--- config.mk ---
export PLATFORM = sky130hd
export DESIGN_NAME = canopen_comm_node
export DESIGN_NICKNAME = d
export VERILOG_FILES = /design/src/canopen_node_pkg.sv /design/src/fault_entry_encoder.sv /design/src/guard_supervisor.sv /design/src/canopen_comm_node.sv
export VERILOG_INCLUDE_DIRS = /design/src
export SDC_FILE = /design/constraint.sdc
export NUM_CORES = 1
export LEC_CHECK = 0
export ABC_AREA = 1
export BUFFER_PORTS_ARGS = -buffer_cell sky130_fd_sc_hd__buf_2
export CAP_MARGIN = 20
export CORE_MARGIN = 5
export CORE_UTILIZATION = 40
export CTS_CLUSTER_SIZE = 24
export DETAILED_ROUTE_END_ITERATION = 7
export GPL_TIMING_DRIVEN = 0
export MAX_ROUTING_LAYER = met4
export SLEW_MARGIN = 20
export SYNTH_ARGS = -nofsm -noshare
export SYNTH_HDL_FRONTEND = slang
export SYNTH_HIERARCHICAL = 1
export SYNTH_SLANG_ARGS = --single-unit
--- constraint.sdc ---
create_clock -name core_clk -period 9.35 [get_ports core_clk]
set_input_delay 1.87 -clock core_clk [delete_from_list [all_inputs] [get_ports core_clk]]
set_output_delay 1.87 -clock core_clk [all_outputs]
set_load 0.05 [all_outputs]
--- src/canopen_node_defines.svh ---
`ifndef CANOPEN_NODE_DEFINES_SVH
`define CANOPEN_NODE_DEFINES_SVH

// Object dictionary indices served by this node
`define OD_ERR_REG 16'h1001
`define OD_SYNC_ID 16'h1005
`define OD_SYNC_PERIOD 16'h1006
`define OD_SYNC_WINDOW 16'h1007
`define OD_DEV_NAME 16'h1008
`define OD_HW_VER 16'h1009
`define OD_SW_VER 16'h100a
`define OD_GUARD_TIME 16'h100c
`define OD_LIFE_FACTOR 16'h100d

// Reset values of the communication objects
`define SYNC_ID_RST 32'h0000_0080
`define PERIOD_RST 32'h0000_0000
`define WINDOW_RST 32'h0000_0000
`define GUARD_RST 16'h0000
`define LIFE_RST 8'h00

// Field positions
`define SYNC_PROD_BIT 30
`define CAN_ID_MSB 10
`define ENTRY_NUM_LSB 16
`define ENTRY_CODE_MSB 15

// Time base: clock period and unit lengths in picoseconds / microseconds
`define CLK_PERIOD_PS 5000
`define US_PS 1000000
`define CYC_PER_US (`US_PS / `CLK_PERIOD_PS)
`define US_PER_MS 1000

// Fault entries: {cause number, fault code}
`define FE_GENERIC {8'h04, 16'h1000}
`define FE_OVERCURRENT {8'h02, 16'h2300}
`define FE_VOLTAGE {8'h01, 16'h3100}
`define FE_OVERTEMP {8'h0c, 16'h4200}
`define FE_INTERLOCK {8'h2e, 16'h5540}
`define FE_WATCHDOG {8'h00, 16'h6010}
`define FE_SW_INTERNAL {8'h19, 16'h6100}
`define FE_RATED_CURR {8'h16, 16'h6320}
`define FE_MOTOR_BLOCK {8'h0f, 16'h7121}
`define FE_SENSOR1 {8'h07, 16'h7305}
`define FE_SENSOR2 {8'h08, 16'h7306}
`define FE_SENSOR_N {8'h12, 16'h7307}
`define FE_NVM {8'h15, 16'h7600}
`define FE_LIFE_GUARD {8'h06, 16'h8130}
`define FE_PDO_LATE {8'h11, 16'h8200}
`define FE_PDO_LEN {8'h13, 16'h8210}
`define FE_PDO_EXCESS {8'h14, 16'h8220}
`define FE_SYNC_LEN {8'h1b, 16'h8240}
`define FE_SLIPPAGE {8'h1e, 16'h8400}
`define FE_FOLLOWING {8'h0d, 16'h8611}
`define FE_LIMIT {8'h0a, 16'h8612}

`endif

--- src/canopen_node_pkg.sv ---
package canopen_node_pkg;

    // Fault causes that software or the drive can report
    typedef enum logic [4:0] {
        FK_GENERIC = 5'b00000, FK_OVERCURRENT = 5'b00001, FK_VOLTAGE = 5'b00010,
        FK_OVERTEMP = 5'b00011, FK_INTERLOCK = 5'b00100, FK_WATCHDOG = 5'b00101,
        FK_SW_INTERNAL = 5'b00110, FK_RATED_CURR = 5'b00111, FK_MOTOR_BLOCK = 5'b01000,
        FK_SENSOR1 = 5'b01001, FK_SENSOR2 = 5'b01010, FK_SENSOR_N = 5'b01011,
        FK_NVM = 5'b01100, FK_LIFE_GUARD = 5'b01101, FK_PDO_LATE = 5'b01110,
        FK_PDO_LEN = 5'b01111, FK_PDO_EXCESS = 5'b10000, FK_SYNC_LEN = 5'b10001,
        FK_SLIPPAGE = 5'b10010, FK_FOLLOWING = 5'b10011, FK_LIMIT = 5'b10100
    } fault_kind_t;

    typedef enum logic [1:0] {WIN_OFF = 2'b00, WIN_OPEN = 2'b01, WIN_SHUT = 2'b10} win_state_t;
    typedef enum logic [1:0] {GD_IDLE = 2'b00, GD_RUN = 2'b01, GD_LOST = 2'b10} guard_state_t;

    typedef struct packed {logic wr; logic rd; logic [15:0] index; logic [31:0] wdata;} od_req_t;
    typedef struct packed {logic ack; logic abort; logic [31:0] rdata;} od_rsp_t;
    typedef struct packed {logic valid; logic [10:0] id;} sync_msg_t;
    typedef struct packed {logic valid; fault_kind_t kind;} fault_req_t;
    typedef struct packed {logic valid; logic [31:0] entry;} emcy_t;

    typedef struct packed {
        logic [31:0] sync_id;
        logic [31:0] period;
        logic [31:0] window;
        logic [15:0] guard_time;
        logic [7:0] life;
        logic [10:0] act_id;
        logic act_prod;
        logic [7:0] cyc;
        logic [9:0] ms_div;
        logic [31:0] per_cnt;
        logic [31:0] win_cnt;
        win_state_t win;
        od_rsp_t rsp;
        emcy_t emcy;
        sync_msg_t sync_tx;
        logic tpdo_drop;
        logic rpdo_block;
    } node_st_t;

    typedef struct packed {guard_state_t st; logic [23:0] cnt; logic fail; logic run;} guard_st_t;

endpackage

--- src/fault_entry_encoder.sv ---
`timescale 1ns/1ps
`include "canopen_node_defines.svh"

module fault_entry_encoder (
    // Fault selection
    input wire canopen_node_pkg::fault_kind_t kind,
    input wire logic [7:0] err_class,
    // Assembled history entry
    output logic [31:0] entry
);
    import canopen_node_pkg::*;

    logic [23:0] pair;

    // Cause number and fault code per kind; class byte is the live error register
    always_comb begin
        pair = `FE_GENERIC;
        case (kind)
            FK_OVERCURRENT: pair = `FE_OVERCURRENT;
            FK_VOLTAGE: pair = `FE_VOLTAGE;
            FK_OVERTEMP: pair = `FE_OVERTEMP;
            FK_WATCHDOG: pair = `FE_WATCHDOG;
            FK_SW_INTERNAL: pair = `FE_SW_INTERNAL;
            FK_INTERLOCK: pair = `FE_INTERLOCK;
            FK_RATED_CURR: pair = `FE_RATED_CURR;
            FK_MOTOR_BLOCK: pair = `FE_MOTOR_BLOCK;
            FK_SENSOR1: pair = `FE_SENSOR1;
            FK_SENSOR2: pair = `FE_SENSOR2;
            FK_SENSOR_N: pair = `FE_SENSOR_N;
            FK_NVM: pair = `FE_NVM;
            FK_LIFE_GUARD: pair = `FE_LIFE_GUARD;
            FK_PDO_LATE: pair = `FE_PDO_LATE;
            FK_PDO_LEN: pair = `FE_PDO_LEN;
            FK_PDO_EXCESS: pair = `FE_PDO_EXCESS;
            FK_SYNC_LEN: pair = `FE_SYNC_LEN;
            FK_SLIPPAGE: pair = `FE_SLIPPAGE;
            FK_FOLLOWING: pair = `FE_FOLLOWING;
            FK_LIMIT: pair = `FE_LIMIT;
            default: pair = `FE_GENERIC;
        endcase
        entry = {pair[23:`ENTRY_NUM_LSB], err_class, pair[`ENTRY_CODE_MSB:0]};
    end
endmodule

--- src/guard_supervisor.sv ---
`timescale 1ns/1ps

module guard_supervisor (
    // Clock and reset
    input wire logic core_clk,
    input wire logic nrst,
    // Time base and protocol events
    input wire logic ms_tick,
    input wire logic rearm,
    input wire logic hb_en,
    // Settings
    input wire logic [15:0] guard_time,
    input wire logic [7:0] life_factor,
    // Status
    output logic fail,
    output logic running
);
    import canopen_node_pkg::*;

    guard_st_t st_r;
    guard_st_t st_nxt;
    logic [23:0] lifetime;

    assign lifetime = guard_time * life_factor;

    // Lifetime counter; starts at the first guard request, rearmed by each one
    always_comb begin
        st_nxt = st_r;
        st_nxt.fail = 1'b0;
        if (lifetime == 24'h0 || hb_en) begin
            st_nxt.st = GD_IDLE;
            st_nxt.cnt = 24'h0;
        end else begin
            case (st_r.st)
                GD_IDLE, GD_LOST: begin
                    if (rearm) begin
                        st_nxt.st = GD_RUN;
                        st_nxt.cnt = 24'h0;
                    end
                end
                GD_RUN: begin
                    if (rearm) begin
                        st_nxt.cnt = 24'h0;
                    end else if (ms_tick) begin
                        if (st_r.cnt >= lifetime - 24'h1) begin
                            st_nxt.st = GD_LOST;
                            st_nxt.fail = 1'b1;
                            st_nxt.cnt = 24'h0;
                        end else begin
                            st_nxt.cnt = st_r.cnt + 24'h1;
                        end
                    end
                end
                default: st_nxt.st = GD_IDLE;
            endcase
        end
        st_nxt.run = (st_nxt.st == GD_RUN);
    end

    always_ff @(posedge core_clk or negedge nrst) begin
        if (!nrst) begin
            st_r <= '0;
        end else begin
            st_r <= st_nxt;
        end
    end

    assign fail = st_r.fail;
    assign running = st_r.run;
endmodule

--- src/canopen_comm_node.sv ---
// What this block does
// - History entry: cause number top byte, class byte next, fault code low half.
// - Class byte copies the error register at the moment of recording.
// - Codes 1000h, 2300h, 3100h, 4200h, 6010h, 6100h for basic faults.
// - Interlock 5540h, rated current missing 6320h, motor blocked 7121h.
// - Sensors 1/2 as 7305h/7306h, others 7307h, storage fault 7600h.
// - Guard 8130h, late PDO 8200h, lengths 8210h/8220h, sync length 8240h.
// - Slippage 8400h, following error 8611h, limit switch 8612h.
// - 11-bit SYNC identifier takes effect only at restart or communication reset.
// - SYNC identifier resets to 80h; other values must be free identifiers.
// - Bit 30 set makes the node SYNC producer with configured identifier.
// - Window elapsed after SYNC: discard pending synchronous TPDOs, send emergency; same-cycle guard loss sends 8130h instead, communication reset skips discard.
// - After window expiry, received PDOs are discarded until next SYNC.
// - Window length zero disables the check; resets to zero.
// - Guard lifetime in ms is guard time times life factor.
// - Heartbeat enabled holds guarding inactive and suppresses its emergency.
// - SYNC id, period, window and guard time are readable and writable.
// - Device name, hardware and software version are read-only strings.
// - Guard time and life factor reset to zero, guarding inactive.
`timescale 1ns/1ps
`include "canopen_node_defines.svh"

module canopen_comm_node #(
    parameter int CYC_PER_US = `CYC_PER_US,
    parameter int US_PER_MS = `US_PER_MS,
    // Identification strings, first four characters; values are arbitrary
    parameter logic [31:0] DEV_NAME_STR = 32'h4e4f4445,
    parameter logic [31:0] HW_VER_STR = 32'h48573031,
    parameter logic [31:0] SW_VER_STR = 32'h53573031
) (
    // Clock and reset
    input wire logic core_clk,
    input wire logic nrst,
    // Object dictionary access
    input wire canopen_node_pkg::od_req_t od_req,
    output canopen_node_pkg::od_rsp_t od_rsp,
    input wire logic [7:0] err_register,
    // Network management
    input wire logic comm_reset,
    input wire logic guard_req,
    input wire logic heartbeat_en,
    output logic guard_running,
    // SYNC traffic
    input wire canopen_node_pkg::sync_msg_t sync_rx,
    output canopen_node_pkg::sync_msg_t sync_tx,
    // Faults and emergency messages
    input wire canopen_node_pkg::fault_req_t fault_in,
    output canopen_node_pkg::emcy_t emcy,
    // PDO gating
    output logic tpdo_discard,
    output logic rpdo_reject
);
    import canopen_node_pkg::*;

    // Prescaler widths are fixed in the state word
    if (CYC_PER_US < 2 || CYC_PER_US > 256) begin : g_bad_cyc
        $error("CYC_PER_US out of range 2..256");
    end
    if (US_PER_MS < 2 || US_PER_MS > 1024) begin : g_bad_ms
        $error("US_PER_MS out of range 2..1024");
    end

    localparam logic [7:0] CYC_LAST = 8'(CYC_PER_US - 1);
    localparam logic [9:0] US_LAST = 10'(US_PER_MS - 1);

    localparam node_st_t ST_RST = '{
        sync_id: `SYNC_ID_RST,
        period: `PERIOD_RST,
        window: `WINDOW_RST,
        guard_time: `GUARD_RST,
        life: `LIFE_RST,
        act_id: 11'(`SYNC_ID_RST),
        act_prod: 1'b0,
        cyc: 8'h00,
        ms_div: 10'h000,
        per_cnt: 32'h0000_0000,
        win_cnt: 32'h0000_0000,
        win: WIN_OFF,
        rsp: '0,
        emcy: '0,
        sync_tx: '0,
        tpdo_drop: 1'b0,
        rpdo_block: 1'b0
    };

    node_st_t st_r;
    node_st_t st_nxt;

    logic us_tick;
    logic ms_tick;
    logic rx_hit;
    logic prod_due;
    logic sync_evt;
    logic win_expire;
    logic guard_fail;
    fault_kind_t sel_kind;
    logic sel_valid;
    logic [31:0] enc_entry;

    // Microsecond and millisecond strobes from the core clock
    assign us_tick = (st_r.cyc == CYC_LAST);
    assign ms_tick = us_tick && (st_r.ms_div == US_LAST);

    // SYNC seen on the bus under the active identifier, or produced here
    assign rx_hit = sync_rx.valid && (sync_rx.id == st_r.act_id);
    assign prod_due = st_r.act_prod && (st_r.period != 32'h0) && us_tick
        && (st_r.per_cnt >= st_r.period - 32'h1);
    assign sync_evt = rx_hit || prod_due;

    // Window runs out on the microsecond in which the count reaches the length
    assign win_expire = (st_r.win == WIN_OPEN) && (st_r.window != 32'h0) && !sync_evt
        && us_tick && (st_r.win_cnt + 32'h1 >= st_r.window);

    // Emergency source: guard loss first, then window expiry, then external faults.
    // A lower source arriving in the same cycle as a higher one is not queued.
    always_comb begin
        sel_valid = 1'b1;
        sel_kind = FK_GENERIC;
        if (guard_fail) begin
            sel_kind = FK_LIFE_GUARD;
        end else if (win_expire) begin
            sel_kind = FK_PDO_LATE;
        end else if (fault_in.valid) begin
            sel_kind = fault_in.kind;
        end else begin
            sel_valid = 1'b0;
        end
    end

    fault_entry_encoder u_encoder (
        .kind(sel_kind),
        .err_class(err_register),
        .entry(enc_entry)
    );

    guard_supervisor u_guard (
        .core_clk(core_clk),
        .nrst(nrst),
        .ms_tick(ms_tick),
        .rearm(guard_req),
        .hb_en(heartbeat_en),
        .guard_time(st_r.guard_time),
        .life_factor(st_r.life),
        .fail(guard_fail),
        .running(guard_running)
    );

    // Next state: time base, object access, SYNC producer, window, emergencies
    always_comb begin
        st_nxt = st_r;
        st_nxt.rsp = '0;
        st_nxt.emcy.valid = 1'b0;
        st_nxt.sync_tx.valid = 1'b0;
        st_nxt.tpdo_drop = 1'b0;

        // Time base
        if (us_tick) begin
            st_nxt.cyc = 8'h00;
            st_nxt.ms_div = ms_tick ? 10'h000 : st_r.ms_div + 10'h001;
        end else begin
            st_nxt.cyc = st_r.cyc + 8'h01;
        end

        // Object access; a write wins when both strobes are set
        if (od_req.wr) begin
            st_nxt.rsp.ack = 1'b1;
            if (od_req.index == `OD_SYNC_ID) begin
                st_nxt.sync_id = od_req.wdata;
            end else if (od_req.index == `OD_SYNC_PERIOD) begin
                st_nxt.period = od_req.wdata;
            end else if (od_req.index == `OD_SYNC_WINDOW) begin
                st_nxt.window = od_req.wdata;
            end else if (od_req.index == `OD_GUARD_TIME) begin
                st_nxt.guard_time = od_req.wdata[15:0];
            end else if (od_req.index == `OD_LIFE_FACTOR) begin
                st_nxt.life = od_req.wdata[7:0];
            end else begin
                st_nxt.rsp.abort = 1'b1;
            end
        end else if (od_req.rd) begin
            st_nxt.rsp.ack = 1'b1;
            if (od_req.index == `OD_SYNC_ID) begin
                st_nxt.rsp.rdata = st_r.sync_id;
            end else if (od_req.index == `OD_SYNC_PERIOD) begin
                st_nxt.rsp.rdata = st_r.period;
            end else if (od_req.index == `OD_SYNC_WINDOW) begin
                st_nxt.rsp.rdata = st_r.window;
            end else if (od_req.index == `OD_GUARD_TIME) begin
                st_nxt.rsp.rdata = {16'h0000, st_r.guard_time};
            end else if (od_req.index == `OD_LIFE_FACTOR) begin
                st_nxt.rsp.rdata = {24'h000000, st_r.life};
            end else if (od_req.index == `OD_ERR_REG) begin
                st_nxt.rsp.rdata = {24'h000000, err_register};
            end else if (od_req.index == `OD_DEV_NAME) begin
                st_nxt.rsp.rdata = DEV_NAME_STR;
            end else if (od_req.index == `OD_HW_VER) begin
                st_nxt.rsp.rdata = HW_VER_STR;
            end else if (od_req.index == `OD_SW_VER) begin
                st_nxt.rsp.rdata = SW_VER_STR;
            end else begin
                st_nxt.rsp.abort = 1'b1;
            end
        end

        // SYNC producer; period is read live, so a new period applies to the count already running
        if (!st_r.act_prod || st_r.period == 32'h0) begin
            st_nxt.per_cnt = 32'h0000_0000;
        end else if (prod_due) begin
            st_nxt.per_cnt = 32'h0000_0000;
            st_nxt.sync_tx.valid = 1'b1;
            st_nxt.sync_tx.id = st_r.act_id;
        end else if (us_tick) begin
            st_nxt.per_cnt = st_r.per_cnt + 32'h1;
        end

        // Synchronous window
        if (st_r.window == 32'h0) begin
            st_nxt.win = WIN_OFF;
            st_nxt.rpdo_block = 1'b0;
            st_nxt.win_cnt = 32'h0000_0000;
        end else if (sync_evt) begin
            st_nxt.win = WIN_OPEN;
            st_nxt.win_cnt = 32'h0000_0000;
            st_nxt.rpdo_block = 1'b0;
        end else if (win_expire) begin
            st_nxt.win = WIN_SHUT;
            st_nxt.tpdo_drop = 1'b1;
            st_nxt.rpdo_block = 1'b1;
        end else if (st_r.win == WIN_OPEN && us_tick) begin
            st_nxt.win_cnt = st_r.win_cnt + 32'h1;
        end

        // Emergency entry, class byte captured now
        if (sel_valid) begin
            st_nxt.emcy.valid = 1'b1;
            st_nxt.emcy.entry = enc_entry;
        end

        // Communication reset adopts the stored identifier and restarts timing
        if (comm_reset) begin
            st_nxt.act_id = st_r.sync_id[`CAN_ID_MSB:0];
            st_nxt.act_prod = st_r.sync_id[`SYNC_PROD_BIT];
            st_nxt.per_cnt = 32'h0000_0000;
            st_nxt.win = WIN_OFF;
            st_nxt.win_cnt = 32'h0000_0000;
            st_nxt.rpdo_block = 1'b0;
            // A communication reset drops the discard pulse so discard never stands without rejection
            st_nxt.tpdo_drop = 1'b0;
        end
    end

    // State register; restart loads the stored defaults
    always_ff @(posedge core_clk or negedge nrst) begin
        if (!nrst) begin
            st_r <= ST_RST;
        end else begin
            st_r <= st_nxt;
        end
    end

    assign od_rsp = st_r.rsp;
    assign sync_tx = st_r.sync_tx;
    assign emcy = st_r.emcy;
    assign tpdo_discard = st_r.tpdo_drop;
    assign rpdo_reject = st_r.rpdo_block;
endmodule

# Word level (Yosys, flattened, before mapping)

Memory sizes are Yosys's and may differ from the RTL's.
Cells that the tools add are included.

Logic and storage cells: 160
Register bits: 325
Memories kept: 1
Output and inout bits: 82
Bits in read-only memories: 608
Input port bits: 81

Memory list:

| memory           | words | bits a word | read ports | clocked after Yosys merged registers in | write ports | RTL line                  | text |
|---|---|---|---|---|---|---|---|
| (name not given) | 32    | 19          | 1          | 0                                       | 0           | fault_entry_encoder.sv:18 | `case (kind)` |

Multipliers: 1
$lt $le $gt $ge: 3
$add $sub $neg: 7
Bitwise logic cells: 5
Muxes and demuxes: 65
Reduce and logical (&&, ||, !) cells: 34
Equal/unequal tests: 19

Operator list:

| cell                                                   | number |
|---|---|
| two-way mux 32 bit                                     | 9 |
| two-way mux 31 bit                                     | 6 |
| equality test 16 x 13 -> 1 bit (second input constant) | 9 |
| two-way mux 34 bit                                     | 3 |
| two-way mux 66 bit                                     | 1 |
| adder 32 x 1 -> 32 bit (second input constant)         | 2 |
| >= comparator 32 bit                                   | 2 |
| zero test 32 bit                                       | 2 |
| nonzero test 32 bit                                    | 2 |
| two-way mux 26 bit                                     | 2 |
| two-way mux 24 bit                                     | 2 |
| case mux 24 bit (2 select lines)                       | 1 |
| two-way mux 33 bit                                     | 1 |
| subtractor 32 x 1 -> 32 bit (second input constant)    | 1 |
| two-way mux 27 bit                                     | 1 |
| two-way mux 1 bit                                      | 25 |
| adder 24 x 1 -> 24 bit (second input constant)         | 1 |
| >= comparator 24 bit                                   | 1 |
| zero test 24 bit                                       | 1 |
| multiplier 16 x 8 -> 24 bit                            | 1 |
| two-way mux 12 bit                                     | 2 |
| subtractor 24 x 1 -> 24 bit (second input constant)    | 1 |
| two-way mux 5 bit                                      | 3 |
| two-way mux 2 bit                                      | 6 |
| other kinds (25)                                       | 49 |

# Depth between registers and ports, before layout

Gate-level depths: netlist (run 1).

Depth in word-level cells: 13
Gate-level depth with buffers: 42
Mapped depth without buffers: 38

# Hierarchy

The synthesis (run 1) kept the hierarchy.

Modules (own cells, without submodules):

| module              | times used | cells an instance | area an instance (sq um) | sequential area each (sq um) |
|---|---|---|---|---|
| canopen_comm_node   | 1          | 2187              | 17433.0                  | 7434.6 |
| guard_supervisor    | 1          | 1111              | 7355.8                   | 700.7 |
| fault_entry_encoder | 1          | 127               | 714.4                    | 0.0 |

# Worst setup path before layout (run 1)

Ideal clock, no wire load.

Kind: register to register
Start: register st_r[179] (netlist name)
End: register u_guard/st_r[16] (netlist name)
Slack: 3.273 ns
Arrival: 6.008 ns
Library setup time: 0.069 ns
Cell stages (with the launch flop): 37
Clock period less this slack: 6.077 ns
Required time: 9.281 ns
Path buffers: 3
Cell sequence: dfrtp_1 clkbuf_1 clkbuf_1 nand2_1 fa_1 fa_1 inv_1 fa_1 inv_1 fa_1 inv_1 ha_1 nand2_1 inv_2 nand2_1 clkinv_1 nand2_1 nand2_1 nand2_1 nand2_2 nor2_2 nand2_2 nor2_2 nand2_1 nor2_2 nand2_1 xnor2_1 ha_1 a21oi_1 o21ai_0 a21oi_1 o21a_1 nand4_1 nand2_1 nand3_4 buf_8 nor2_2

Cells in the longest elaborated chain, start to end: 8
Elaborated cells between the ends (all ways): 14
Classes of those cells: 1 x add/sub; 1 x mul; 1 x order compare; 2 x eq/ne; 5 x mux; 4 x reduce/logical

RTL lines:

| element                          | RTL line                 | text |
|---|---|---|
| start: declaration               | canopen_comm_node.sv:86  | `node_st_t st_r;` |
| start signal: assignment         | canopen_comm_node.sv:257 | `st_r <= st_nxt;` |
| multiplier 16 x 8 -> 24 bit (*)  | guard_supervisor.sv:24   | `assign lifetime = guard_time * life_factor;` |
| subtractor 24 x 1 -> 24 bit      | guard_supervisor.sv:45   | `if (st_r.cnt >= lifetime - 24'h1) begin` |
| >= comparator 24 bit             | guard_supervisor.sv:45   |  |
| two-way mux 24 bit               | guard_supervisor.sv:45   |  |
| two-way mux 27 bit               | guard_supervisor.sv:44   | `end else if (ms_tick) begin` |
| two-way mux 24 bit               | guard_supervisor.sv:42   | `if (rearm) begin` |
| case mux 24 bit (2 select lines) | guard_supervisor.sv:34   | `case (st_r.st)` |
| two-way mux 26 bit               | guard_supervisor.sv:30   | `if (lifetime == 24'h0 \|\| hb_en) begin` |
| end signal: assignment           | guard_supervisor.sv:64   | `st_r <= st_nxt;` |
| end: declaration                 | guard_supervisor.sv:20   | `guard_st_t st_r;` |

Every way passes the cells marked *; elsewhere a longest branch is shown, timed or not. The select of a mux whose other input is x is not followed.
A chain may end at the register's enable or synchronous reset.

# Final worst setup path (run 1)

Start: register st_r[179] (netlist name)
End: register u_guard/st_r[23] (netlist name)

The elaborated chain is that of the path after synthesis.

==> results by group, run 1 <==
Clock network
  • CTS Buf Count: 39
  • Worst skew pair latency: 0.58 ns
  • Post-CTS setup buffer count: 0
  • Resize count post-CTS: 0
  • CTS Sinks: 325
  • TritonCTS clock tree: built
  • Hold Buf Count CTS: 0
  • Clock transition at path regs: 0.06 ns
  • H-tree Lvls: 2
  • Clk buf depth: 3
  • CTS root buf: clkbuf_16

Place
  • Placed instance count: 4438
  • GPL Wtd Cong: 0.931
  • Place WS: 1.99 ns
  • Buffers added on ports: 159
  • DP HPWL: 59400 um

Floorplanning
  • Core box area: 63100 um^2
  • DIE WIDTH: 263 um
  • Initial Utilization: 0.404
  • Std-Cell Rows: 92
  • Die area: 68900 um^2
  • Die Y-Extent: 263 um
  • Top-Level Pins: 163

STA
  • Final Skew: 0.0329 ns
  • Worst Tran Pin Value: 0.783 ns
  • Period minus WS final: 7.43 ns
  • Hold Fails Final Rpt: 0
  • Final Worst Setup Slack: 1.92 ns
  • Crit share post-route: 0.794
  • Fin Setup TNS: 0 ns
  • Fmax achieved: 135 MHz
  • Final Max Slew Viols: 0
  • Final hold slack: 0.462 ns
  • Setup-failing EPs final: 0
  • Slew headroom: 0.473
  • RSZ-0062 raised after global routing: no

Critical path
  • Critical Path Start Type: register
  • R2R depth: 33
  • Reg2reg setup slack: 1.92 ns
  • Reg2reg start: st_r[179]$_DFFE_PN0P_
  • Critical Path RT: 9.83 ns
  • CP Capture Type: register
  • WS Path Type: reg -> reg
  • R2r endpoint: u_guard/st_r[23]$_DFFE_PN0P_
  • Slowest-stage cell, CP: clkbuf_1
  • Crit path largest cell delay: 0.55 ns
  • Crit Path Max Fanout: 10
  • CP arrival: 7.91 ns
  • Critical Path Most Common Cell: nand2_1

Synthesis
  • Sequential area share after synthesis: 0.319
  • Synth cell types: 64
  • Mapped Avg Cell Area: 7.45 um^2
  • Warning count from the yosys run: 6
  • Post-Synthesis Cells: 3425
  • Mapped Area: 25500 um^2
  • Register bit total from synthesis: 325

Layout
  • Most frequent cells in the layout: nand2_1, inv_1, dfrtp_1
  • Fin nets: 3944
  • Layout Area Growth over Synthesis: 12.8%
  • Most common cell after layout, fill and taps aside: nand2_1
  • Final std cells w/o fill: 4508
  • Post-layout util: 0.456
  • Multi-input gate area: 13900 um^2
  • # fillers: 6517
  • Register Area: 8140 um^2
  • Layout cells sized above 1: 0.134

Global routing
  • First-pass GRT wire length: 120000 um
  • Number of global-route vias before repair: 22000
  • Pin count of the biggest net entering global routing: 88
  • GRT overflow: 0
  • GRT Total Usage: 0.219
  • Initial antenna violation count: 6

Pwr
  • Peak supply drop: 0.0983 mV
  • PwrDens: 112 nW/um^2
  • Lkg Pwr: 15.7 nW

Status
  • Status: completed

Route
  • DR iter-0 viols: 1801
  • Via/cell ratio: 5.07
  • Drt wl/cell: 16.6 um
  • Final wirelength: 74900 um
  • Via count: 22900
  • Post-route ant nets: 0
  • # DRC: 0
  • DRT Pass-1 Iters: 5

Worst hold path
  • Hold Crit Class: reg -> reg
  • Hold Path Depth: 1
  • WHS Endpoint: st_r[157]$_DFF_PN0_
  • Hold Path Origin: st_r[157]$_DFF_PN0_

Job
  • Total of max-cap violations: 0
cell type report:
| class | count | share of cell area |
|---|---|---|
| Timing Repair Buffer | 163 | 0.0318 |
| Clock inverter | 13 | 0.00522 |
| Clock buffer | 54 | 0.0387 |
| Sequential cell | 325 | 0.283 |
| Tap cell | 846 | 0.0368 |
| Inverter | 564 | 0.0740 |
| Buffer | 218 | 0.0475 |
| Antenna cell | 3 | 0.000261 |
| Multi-Input combinational cell | 2322 | 0.483 |
stage by stage:
stage,power (mW),instance area (um^2)
floorplan,1.60,25500
global placement,1.70,27400
global route,3.32,28800
finish,3.21,28800
CTS,3.25,28800
detailed placement,1.71,27500
worst max-delay path: cells and delay by family (launching register included):
| family | cells | cell delay [ns] |
|---|---|---|
| adder cells (fa/ha/maj) | 6 | 2.65 |
| AND/OR/NAND/NOR | 16 | 2.25 |
| buffers and inverters | 6 | 1.27 |
| AO/OA/AOI/OAI | 4 | 0.66 |
| flip-flops | 1 | 0.38 |
| XOR/XNOR | 1 | 0.13 |
synth_stat cells (all sizes together):
| cell | instances | share of area |
|---|---|---|
| nor4b | 1 | 0.00093 |
| xnor2 | 33 | 0.011 |
| clkbuf | 74 | 0.011 |
| o21bai | 1 | 0.00029 |
| ha | 146 | 0.072 |
| a211oi | 4 | 0.0012 |
| buf | 144 | 0.043 |
| nor3 | 70 | 0.016 |
| fa | 84 | 0.066 |
| nand3 | 155 | 0.031 |
| o31ai | 10 | 0.0031 |
| or4 | 1 | 0.00029 |
| dfrtp | 323 | 0.32 |
| a32oi | 1 | 0.00034 |
| xor2 | 79 | 0.027 |
| or2 | 2 | 0.00049 |
| a2bb2oi | 1 | 0.00034 |
| o211ai | 17 | 0.0050 |
| dfstp | 2 | 0.0021 |
| a22oi | 4 | 0.0012 |
| nor4 | 23 | 0.0056 |
| o21a | 7 | 0.0021 |
| nor2 | 267 | 0.046 |
| a22o | 1 | 0.00034 |
| nor3b | 2 | 0.00078 |
| nand4 | 90 | 0.024 |
| clkinv | 5 | 0.00074 |
| a21o | 1 | 0.00029 |
| and2 | 3 | 0.00078 |
| nand2 | 858 | 0.13 |
| inv | 559 | 0.083 |
| o2111ai | 33 | 0.011 |
| a21oi | 166 | 0.033 |
| and3 | 3 | 0.00074 |
| o31a | 1 | 0.00034 |
| o221ai | 3 | 0.0010 |
| o32ai | 1 | 0.00034 |
| a31oi | 6 | 0.0015 |
| o21ai | 227 | 0.045 |
| nand3b | 8 | 0.0025 |
| conb | 1 | 0.00015 |
| o22ai | 8 | 0.0020 |
layer usage:
metal | GRT usage | vias up | share of wire
met5 | - | - | 0
met4 | 0.0469 | 0 | 0.019
met3 | 0.0378 | 87 | 0.070
met2 | 0.338 | 680 | 0.45
met1 | 0.305 | 10800 | 0.46
li1 | - | 11300 | -
how the worst max path moves through the flow:
| stage | start | end |
|---|---|---|
| floorplan | st_r[179]$_DFFE_PN0P_ | u_guard/st_r[16]$_DFFE_PN0P_ |
| global placement | nrst | u_guard/st_r[24]$_DFFE_PN0P_ |
| detailed placement | st_r[179]$_DFFE_PN0P_ | u_guard/st_r[15]$_DFFE_PN0P_ |
| CTS | st_r[179]$_DFFE_PN0P_ | u_guard/st_r[23]$_DFFE_PN0P_ |
| global route | st_r[179]$_DFFE_PN0P_ | u_guard/st_r[15]$_DFFE_PN0P_ |
| finish | st_r[179]$_DFFE_PN0P_ | u_guard/st_r[23]$_DFFE_PN0P_ |
report_power, final:
| part | leakage [nW] | internal, mW | switching, mW | total [mW] |
|---|---|---|---|---|
| combinational | 10.7 | 0.0766 | 0.176 | 0.252 |
| clock | 0.617 | 0.890 | 0.639 | 1.53 |
| sequential | 4.39 | 1.42 | 0.00780 | 1.43 |
registers in the layout (all words and copies together) (netlist names):
| register | count |
|---|---|
| rpdo_reject | 1 |
| st_r | 216 |
| od_rsp | 34 |
| tpdo_discard | 1 |
| u_guard/running | 1 |
| u_guard/st_r | 26 |
| u_guard/fail | 1 |
| emcy | 33 |
| sync_tx | 12 |
logic make-up (layout without fill, tap and decap cells):
logic type / after synthesis / in the layout / share of synthesized area
AO/OA/AOI/OAI: 492 / 492 / 0.109
XOR/XNOR: 112 / 112 / 0.0385
adder cells (fa/ha/maj): 230 / 230 / 0.138
buffers and inverters: 782 / 1012 / 0.137
flip-flops: 325 / 325 / 0.319
other: 1 / 8 / 0.000147
AND/OR/NAND/NOR: 1483 / 1483 / 0.259
No activity file was read; power rests on OpenSTA's default activity.
==> run 2, diff against run 1 <==
Clock period 9.35 ns to 6.8 ns, I/O delays scaled along.
==> run 2 against run 1 <==
Sequential power up 37%; clock skew decreased by 0.0014 ns; clock power is 37% higher; core utilization is 0.44 points higher; combinational power up 38%; register-to-register slack worse by 1.6 ns; cell count about the same; wire length grew 1.0%; highest routed layer unchanged.
==> results by group, run 2 (synthesized netlist as in run 1, its figures left out) <==
Place
  • Buffers added on ports: 159 (unchanged)
  • Placed instance count: 4438 (unchanged)
  • Place WS: -0.564 ns (was 1.99 ns)
  • DP HPWL: 59400 um (unchanged)
  • GPL Wtd Cong: 0.931 (unchanged)

Clock network
  • CTS Buf Count: 39 (unchanged)
  • CTS Sinks: 325 (unchanged)
  • TritonCTS clock tree: built (unchanged)
  • Clk buf depth: 3 (unchanged)
  • CTS root buf: clkbuf_16 (unchanged)
  • Clock transition at path regs: 0.05 ns (was 0.06 ns)
  • H-tree Lvls: 2 (unchanged)
  • Worst skew pair latency: 0.58 ns (about the same)

Layout
  • Largest register FFs: 216 (unchanged)
  • Largest Register: st_r (unchanged)
  • Fin nets: 3941 (was 3944)
  • # fillers: 6501 (was 6517)
  • Final std cells w/o fill: 4506 (was 4508)
  • Layout cells sized above 1: 0.153 (was 0.134)
  • Layout Area Growth over Synthesis: 13.9% (was 12.8%)
  • Most common cell after layout, fill and taps aside: nand2_1 (unchanged)
  • Most frequent cells in the layout: nand2_1, inv_1, dfrtp_1 (unchanged)

STA
  • Worst Tran Pin Value: 0.802 ns (was 0.783 ns)
  • Final Max Slew Viols: 0 (unchanged)
  • Period minus WS final: 6.48 ns (was 7.43 ns)
  • Fmax achieved: 154 MHz (was 135 MHz)
  • Final Worst Setup Slack: 0.320 ns (was 1.92 ns)
  • Final Skew: 0.0315 ns (was 0.0329 ns)
  • Hold Fails Final Rpt: 0 (unchanged)
  • Slew headroom: 0.460 (was 0.473)
  • Setup-failing EPs final: 0 (unchanged)
  • Crit share post-route: 0.953 (was 0.794)

Pwr
  • Clock network power share: 0.476 (about the same)
  • Int Pwr: 3.28 mW (was 2.39 mW)
  • Lkg Pwr: 15.8 nW (was 15.7 nW)
  • Sequential share of power: 0.445 (about the same)
  • Sw Share: 0.256 (about the same)
  • PwrDens: 152 nW/um^2 (was 112 nW/um^2)
  • Power Total: 4.41 mW (was 3.21 mW)
  • Switch Pwr: 1.13 mW (was 822 uW)
  • Comb pwr share: 0.079 (about the same)
  • Peak supply drop: 0.136 mV (was 0.0983 mV)

Route
  • DR iter-0 viols: 1706 (was 1801)
  • Via count: 22900 (about the same)
  • Via/cell ratio: 5.08 (was 5.07)
  • Final wirelength: 75700 um (was 74900 um)
  • DRT Pass-1 Iters: 5 (unchanged)
  • # DRC: 0 (unchanged)
  • Post-route ant nets: 0 (unchanged)
  • Drt wl/cell: 16.8 um (was 16.6 um)

Critical path
  • Slowest-stage cell, CP: fa_1 (was clkbuf_1)
  • Crit path largest cell delay: 0.55 ns (about the same)
  • Reg2reg start: st_r[181]$_DFFE_PN0P_ (was st_r[179]$_DFFE_PN0P_)
  • Worst Setup SP: st_r[181]$_DFFE_PN0P_ (was st_r[179]$_DFFE_PN0P_)
  • CP arrival: 6.96 ns (was 7.91 ns)
  • Worst path top cell family by delay: adder cells (unchanged)
  • Critical Path Start Type: register (unchanged)
  • Crit path buffers/inverters: 6 (unchanged)
  • Crit Path Max Fanout: 6 (was 10)
  • Critical path depth: 33 (unchanged)
  • Critical Path RT: 7.28 ns (was 9.83 ns)
  • WS Path Type: reg -> reg (unchanged)
  • Reg2reg setup slack: 0.32 ns (was 1.92 ns)
  • CP Capture Type: register (unchanged)
  • R2r endpoint: u_guard/st_r[20]$_DFFE_PN0P_ (was u_guard/st_r[23]$_DFFE_PN0P_)
  • R2R depth: 33 (unchanged)
  • CP endpoint: u_guard/st_r[20]$_DFFE_PN0P_ (was u_guard/st_r[23]$_DFFE_PN0P_)

Floorplanning
  • Initial Utilization: 0.404 (unchanged)
  • Top-Level Pins: 163 (unchanged)
  • Die Y-Extent: 263 um (unchanged)
  • Std-Cell Rows: 92 (unchanged)
  • Core box area: 63100 um^2 (unchanged)
  • DIE WIDTH: 263 um (unchanged)
  • Die area: 68900 um^2 (unchanged)

Global routing
  • Number of global-route vias before repair: 22000 (about the same)
  • First-pass GRT wire length: 120000 um (about the same)
  • Initial antenna violation count: 6 (unchanged)
  • Pin count of the biggest net entering global routing: 88 (unchanged)
  • GRT Total Usage: 0.219 (about the same)
  • GRT overflow: 0 (unchanged)

Job
  • Total of max-cap violations: 0 (unchanged)

Status
  • Status: completed (unchanged)

Worst hold path
  • Hold Crit Class: reg -> reg (unchanged)
## run 2: changes by cell type in the layout (fill, tap and decap cells not counted), sizes merged
cell	delta
clkbuf	-27
buf	+24
diode	+1
## run 2: worst min path at each step
stage,start,endpoint,slack (ns),depth (start not counted)
6_report,st_r[157]$_DFF_PN0_,st_r[157]$_DFF_PN0_,0.46,1
5_1_grt,st_r[291]$_DFFE_PN0P_,st_r[291]$_DFFE_PN0P_,0.50,2
4_1_cts,st_r[157]$_DFF_PN0_,st_r[157]$_DFF_PN0_,0.47,1
3_5_place_dp,st_r[157]$_DFF_PN0_,st_r[157]$_DFF_PN0_,0.46,1
3_3_place_gp,st_r[157]$_DFF_PN0_,st_r[157]$_DFF_PN0_,0.45,1
2_1_floorplan,st_r[157]$_DFF_PN0_,st_r[157]$_DFF_PN0_,0.43,1
## run 2: what timing repair did
action | CTS | global route
setup buffers | 1 | 18
hold buffers | 0 | 0
endpoints found under the setup margin | 28 | 28
gates cloned | 0 | 1
pin swaps | 0 | 12
resized for setup | 10 | 70
hold endpoints to repair | 0 | 0
## run 2: layout make-up
class	count	area (um^2)	area share
Sequential cell	325	8160	0.281
Clock inverter	13	150	0.00517
Buffer	195	1330	0.0458
Antenna cell	4	10.0	0.000345
Inverter	564	2130	0.0732
Clock buffer	54	1110	0.0383
Multi-Input combinational cell	2322	14000	0.483
Timing Repair Buffer	183	1080	0.0373
Tap cell	846	1060	0.0364
## run 2: power by group through the flow
stage,clock network (mW),registers (mW),logic [mW]
2_1_floorplan,0,2.00,0.208
3_5_place_dp,0,2.00,0.349
6_report,2.10,1.96,0.348
4_1_cts,2.15,1.96,0.350
5_1_grt,2.22,1.97,0.380
3_3_place_gp,0,2.00,0.340
## run 2: metal layers
| metal | routed length, um | vias up | track usage |
|---|---|---|---|
| met5 | 0 | - | - |
| met4 | 1490 | 0 | 0.0468 |
| met3 | 5530 | 92 | 0.0378 |
| met2 | 34000 | 702 | 0.338 |
| met1 | 34700 | 10800 | 0.306 |
| li1 | - | 11300 | - |
## run 2: stage by stage
step / hold WS (ns) / TNS [ns] / area, um^2 / util
3_3_place_gp: 0.453 / -732.21 / 27400 / 0.434
6_report: 0.462 / 0 / 29000 / 0.460
2_1_floorplan: 0.431 / 0 / 25500 / -
4_1_cts: 0.465 / 0 / 28800 / 0.456
5_1_grt: 0.496 / -0.0295 / 29000 / 0.460
3_5_place_dp: 0.458 / -10.67 / 27500 / 0.436
## run 2: worst reg2reg max path: cells and delay by family, from the launching register on
kind,cells,cell delay [ns]
simple gates,15,1.81
xor+xnor,1,0.14
flops,1,0.48
compound gates,5,0.68
buf+inv,6,0.70
fa+ha+maj,6,2.60
==> run 3, diff against run 2 <==
Settings changed: BUFFER_PORTS_ARGS -buffer_cell sky130_fd_sc_hd__buf_2 to -buffer_cell sky130_fd_sc_hd__clkbuf_2.
==> run 3 against run 2 <==
Worst setup slack gained 0.090 ns; clock-buffer cell count down 1; combinational power about the same; cell count grew 0.16%; first-iteration DRC count rose by 2.0%; sequential power hardly changed; core utilization grew 0.12 points; register-to-register slack improved by 0.09 ns.
==> results by group, run 3 (synthesized netlist as in run 1, its figures left out) <==
Status
  • Status: completed (unchanged)

Layout
  • Layout cells sized above 1: 0.151 (was 0.153)
  • Largest register FFs: 216 (unchanged)
  • Fin nets: 3941 (unchanged)
  • # fillers: 6532 (was 6501)
  • Largest Register: st_r (unchanged)
  • Most frequent cells in the layout: nand2_1, inv_1, dfrtp_1 (unchanged)
  • Most common cell after layout, fill and taps aside: nand2_1 (unchanged)
  • Layout Area Growth over Synthesis: 14.2% (was 13.9%)
  • Post-route cell area: 29100 um^2 (was 29000 um^2)
  • Post-layout util: 0.462 (was 0.460)

Critical path
  • CP Capture Type: register (unchanged)
  • CP arrival: 6.88 ns (was 6.96 ns)
  • Critical path depth: 36 (was 33)
  • WS Path Type: reg -> reg (unchanged)
  • Crit Path Max Fanout: 8 (was 6)
  • Critical Path RT: 7.29 ns (was 7.28 ns)
  • R2R depth: 36 (was 33)
  • Critical Path Start Type: register (unchanged)
  • Critical Path Most Common Cell: nand2_1
  • Reg2reg start: st_r[183]$_DFFE_PN0P_ (was st_r[181]$_DFFE_PN0P_)
  • Slowest-stage cell, CP: fa_1 (unchanged)
  • Worst path top cell family by delay: adder cells (unchanged)
  • Crit path largest cell delay: 0.53 ns (was 0.55 ns)
  • Crit path buffers/inverters: 8 (was 6)
  • Reg2reg setup slack: 0.41 ns (was 0.32 ns)
  • R2r endpoint: u_guard/st_r[11]$_DFFE_PN0P_ (was u_guard/st_r[20]$_DFFE_PN0P_)

STA
  • Final hold slack: 0.466 ns (was 0.462 ns)
  • Setup-failing EPs final: 0 (unchanged)
  • Final Max Slew Viols: 0 (unchanged)
  • Hold Fails Final Rpt: 0 (unchanged)
  • Final Skew: 0.0363 ns (was 0.0315 ns)
  • Period minus WS final: 6.39 ns (was 6.48 ns)
  • Crit share post-route: 0.940 (was 0.953)
  • Slew headroom: 0.460 (about the same)
  • Fmax achieved: 157 MHz (was 154 MHz)
  • Final Worst Setup Slack: 0.410 ns (was 0.320 ns)
  • Worst Tran Pin Value: 0.802 ns (about the same)
  • Fin Setup TNS: 0 ns (unchanged)

Pwr
  • Comb pwr share: 0.075 (was 0.079)
  • Lkg Pwr: 15.8 nW (about the same)
  • PwrDens: 160 nW/um^2 (was 152 nW/um^2)
  • Sw Share: 0.254 (was 0.256)
  • Int Pwr: 3.48 mW (was 3.28 mW)
  • Switch Pwr: 1.18 mW (was 1.13 mW)
  • Sequential share of power: 0.421 (was 0.445)
  • Clock network power share: 0.504 (was 0.476)
  • Peak supply drop: 0.147 mV (was 0.136 mV)

Clock network
  • CTS Buf Count: 41 (was 39)
  • CTS root buf: clkbuf_16 (unchanged)
  • TritonCTS clock tree: built (unchanged)
  • Hold Buf Count CTS: 0 (unchanged)
  • CTS Sinks: 325 (unchanged)
  • H-tree Lvls: 2 (unchanged)
  • Clock transition at path regs: 0.06 ns (was 0.05 ns)
  • Clk buf depth: 3 (unchanged)
  • Worst skew pair latency: 0.59 ns (was 0.58 ns)

Route
  • # DRC: 0 (unchanged)
  • Final wirelength: 75700 um (about the same)
  • Drt wl/cell: 16.8 um (about the same)
  • Via/cell ratio: 5.04 (was 5.08)
  • DRT Pass-1 Iters: 5 (unchanged)
  • Via count: 22800 (was 22900)
  • DR iter-0 viols: 1740 (was 1706)
  • Post-route ant nets: 0 (unchanged)

Place
  • Buffers added on ports: 159 (unchanged)
  • Placed instance area: 27500 um^2 (about the same)
  • Place WS: -0.570 ns (was -0.564 ns)
  • GPL Wtd Cong: 0.917 (was 0.931)
  • DP HPWL: 59600 um (was 59400 um)

Floorplanning
  • Top-Level Pins: 163 (unchanged)
  • Std-Cell Rows: 92 (unchanged)
  • DIE WIDTH: 263 um (unchanged)
  • Core box area: 63100 um^2 (unchanged)
  • Die Y-Extent: 263 um (unchanged)
  • Initial Utilization: 0.404 (unchanged)
  • Die area: 68900 um^2 (unchanged)

Global routing
  • Pin count of the biggest net entering global routing: 76 (was 88)
  • GRT overflow: 0 (unchanged)
  • First-pass GRT wire length: 121000 um (was 120000 um)
  • Number of global-route vias before repair: 22100 (was 22000)
  • GRT Total Usage: 0.221 (was 0.219)
  • Initial antenna violation count: 4 (was 6)

Worst hold path
  • WHS Endpoint: st_r[157]$_DFF_PN0_ (unchanged)
  • Hold Path Depth: 1 (unchanged)
  • Hold Crit Class: reg -> reg (unchanged)
  • Hold Path Origin: st_r[157]$_DFF_PN0_ (unchanged)

Job
  • Total of max-cap violations: 0 (unchanged)
run 3: changes by cell type in the layout (fill, tap and decap cells not counted), sizes merged:
cell / change
clkbuf: +159
diode: +1
buf: -162
inv: +2
clkinv: +4
bufinv: +4
clkinvlp: -1
run 3: final cells by class:
class / count / area (um^2) / share of cell area
antenna: 5 / 12.5 / 0.000430
buffer: 196 / 1330 / 0.0458
clock buffer: 53 / 1130 / 0.0389
clock inverter: 22 / 312 / 0.0107
inverter: 564 / 2130 / 0.0730
multi-input combinational: 2322 / 14000 / 0.479
sequential: 325 / 8150 / 0.280
tap: 846 / 1060 / 0.0364
timing repair buffer: 180 / 1040 / 0.0356
run 3: metal layers:
metal | part of all wire | global-route usage
met1 | 0.46 | 0.304
met2 | 0.45 | 0.338
met3 | 0.071 | 0.0459
met4 | 0.022 | 0.0526
met5 | 0 | -
run 3: worst max-delay path by stage:
stage / start / end / slack [ns]
3_3_place_gp: nrst / emcy[8]$_DFFE_PN0P_ / -3.16
6_report: st_r[183]$_DFFE_PN0P_ / u_guard/st_r[11]$_DFFE_PN0P_ / 0.41
4_1_cts: st_r[182]$_DFFE_PN0P_ / u_guard/st_r[12]$_DFFE_PN0P_ / 0.05
5_1_grt: st_r[183]$_DFFE_PN0P_ / u_guard/st_r[11]$_DFFE_PN0P_ / -0.06
2_1_floorplan: st_r[179]$_DFFE_PN0P_ / u_guard/st_r[16]$_DFFE_PN0P_ / 0.72
3_5_place_dp: st_r[180]$_DFFE_PN0P_ / u_guard/st_r[12]$_DFFE_PN0P_ / -0.57
run 3: timing repair:
action	4_1_cts	5_1_grt
pin swaps	0	8
setup buffers	1	16
endpoints found under the setup margin	28	28
resized for setup	10	56
endpoints found under the hold margin	0	0
run 3: metrics by stage:
step	power, mW	std cells
final	4.66	4513
after global routing	4.83	4512
after CTS	4.72	4509
after detailed placement	2.35	4438
after global placement	2.34	4434
after floorplan	2.20	3429
run 3: power groups by stage:
stage | combinational, mW | clock (mW) | sequential [mW]
floorplan | 0.208 | 0 | 2.00
global placement | 0.341 | 0 | 2.00
detailed placement | 0.350 | 0 | 2.00
finish | 0.349 | 2.35 | 1.96
CTS | 0.351 | 2.40 | 1.96
global route | 0.381 | 2.48 | 1.97
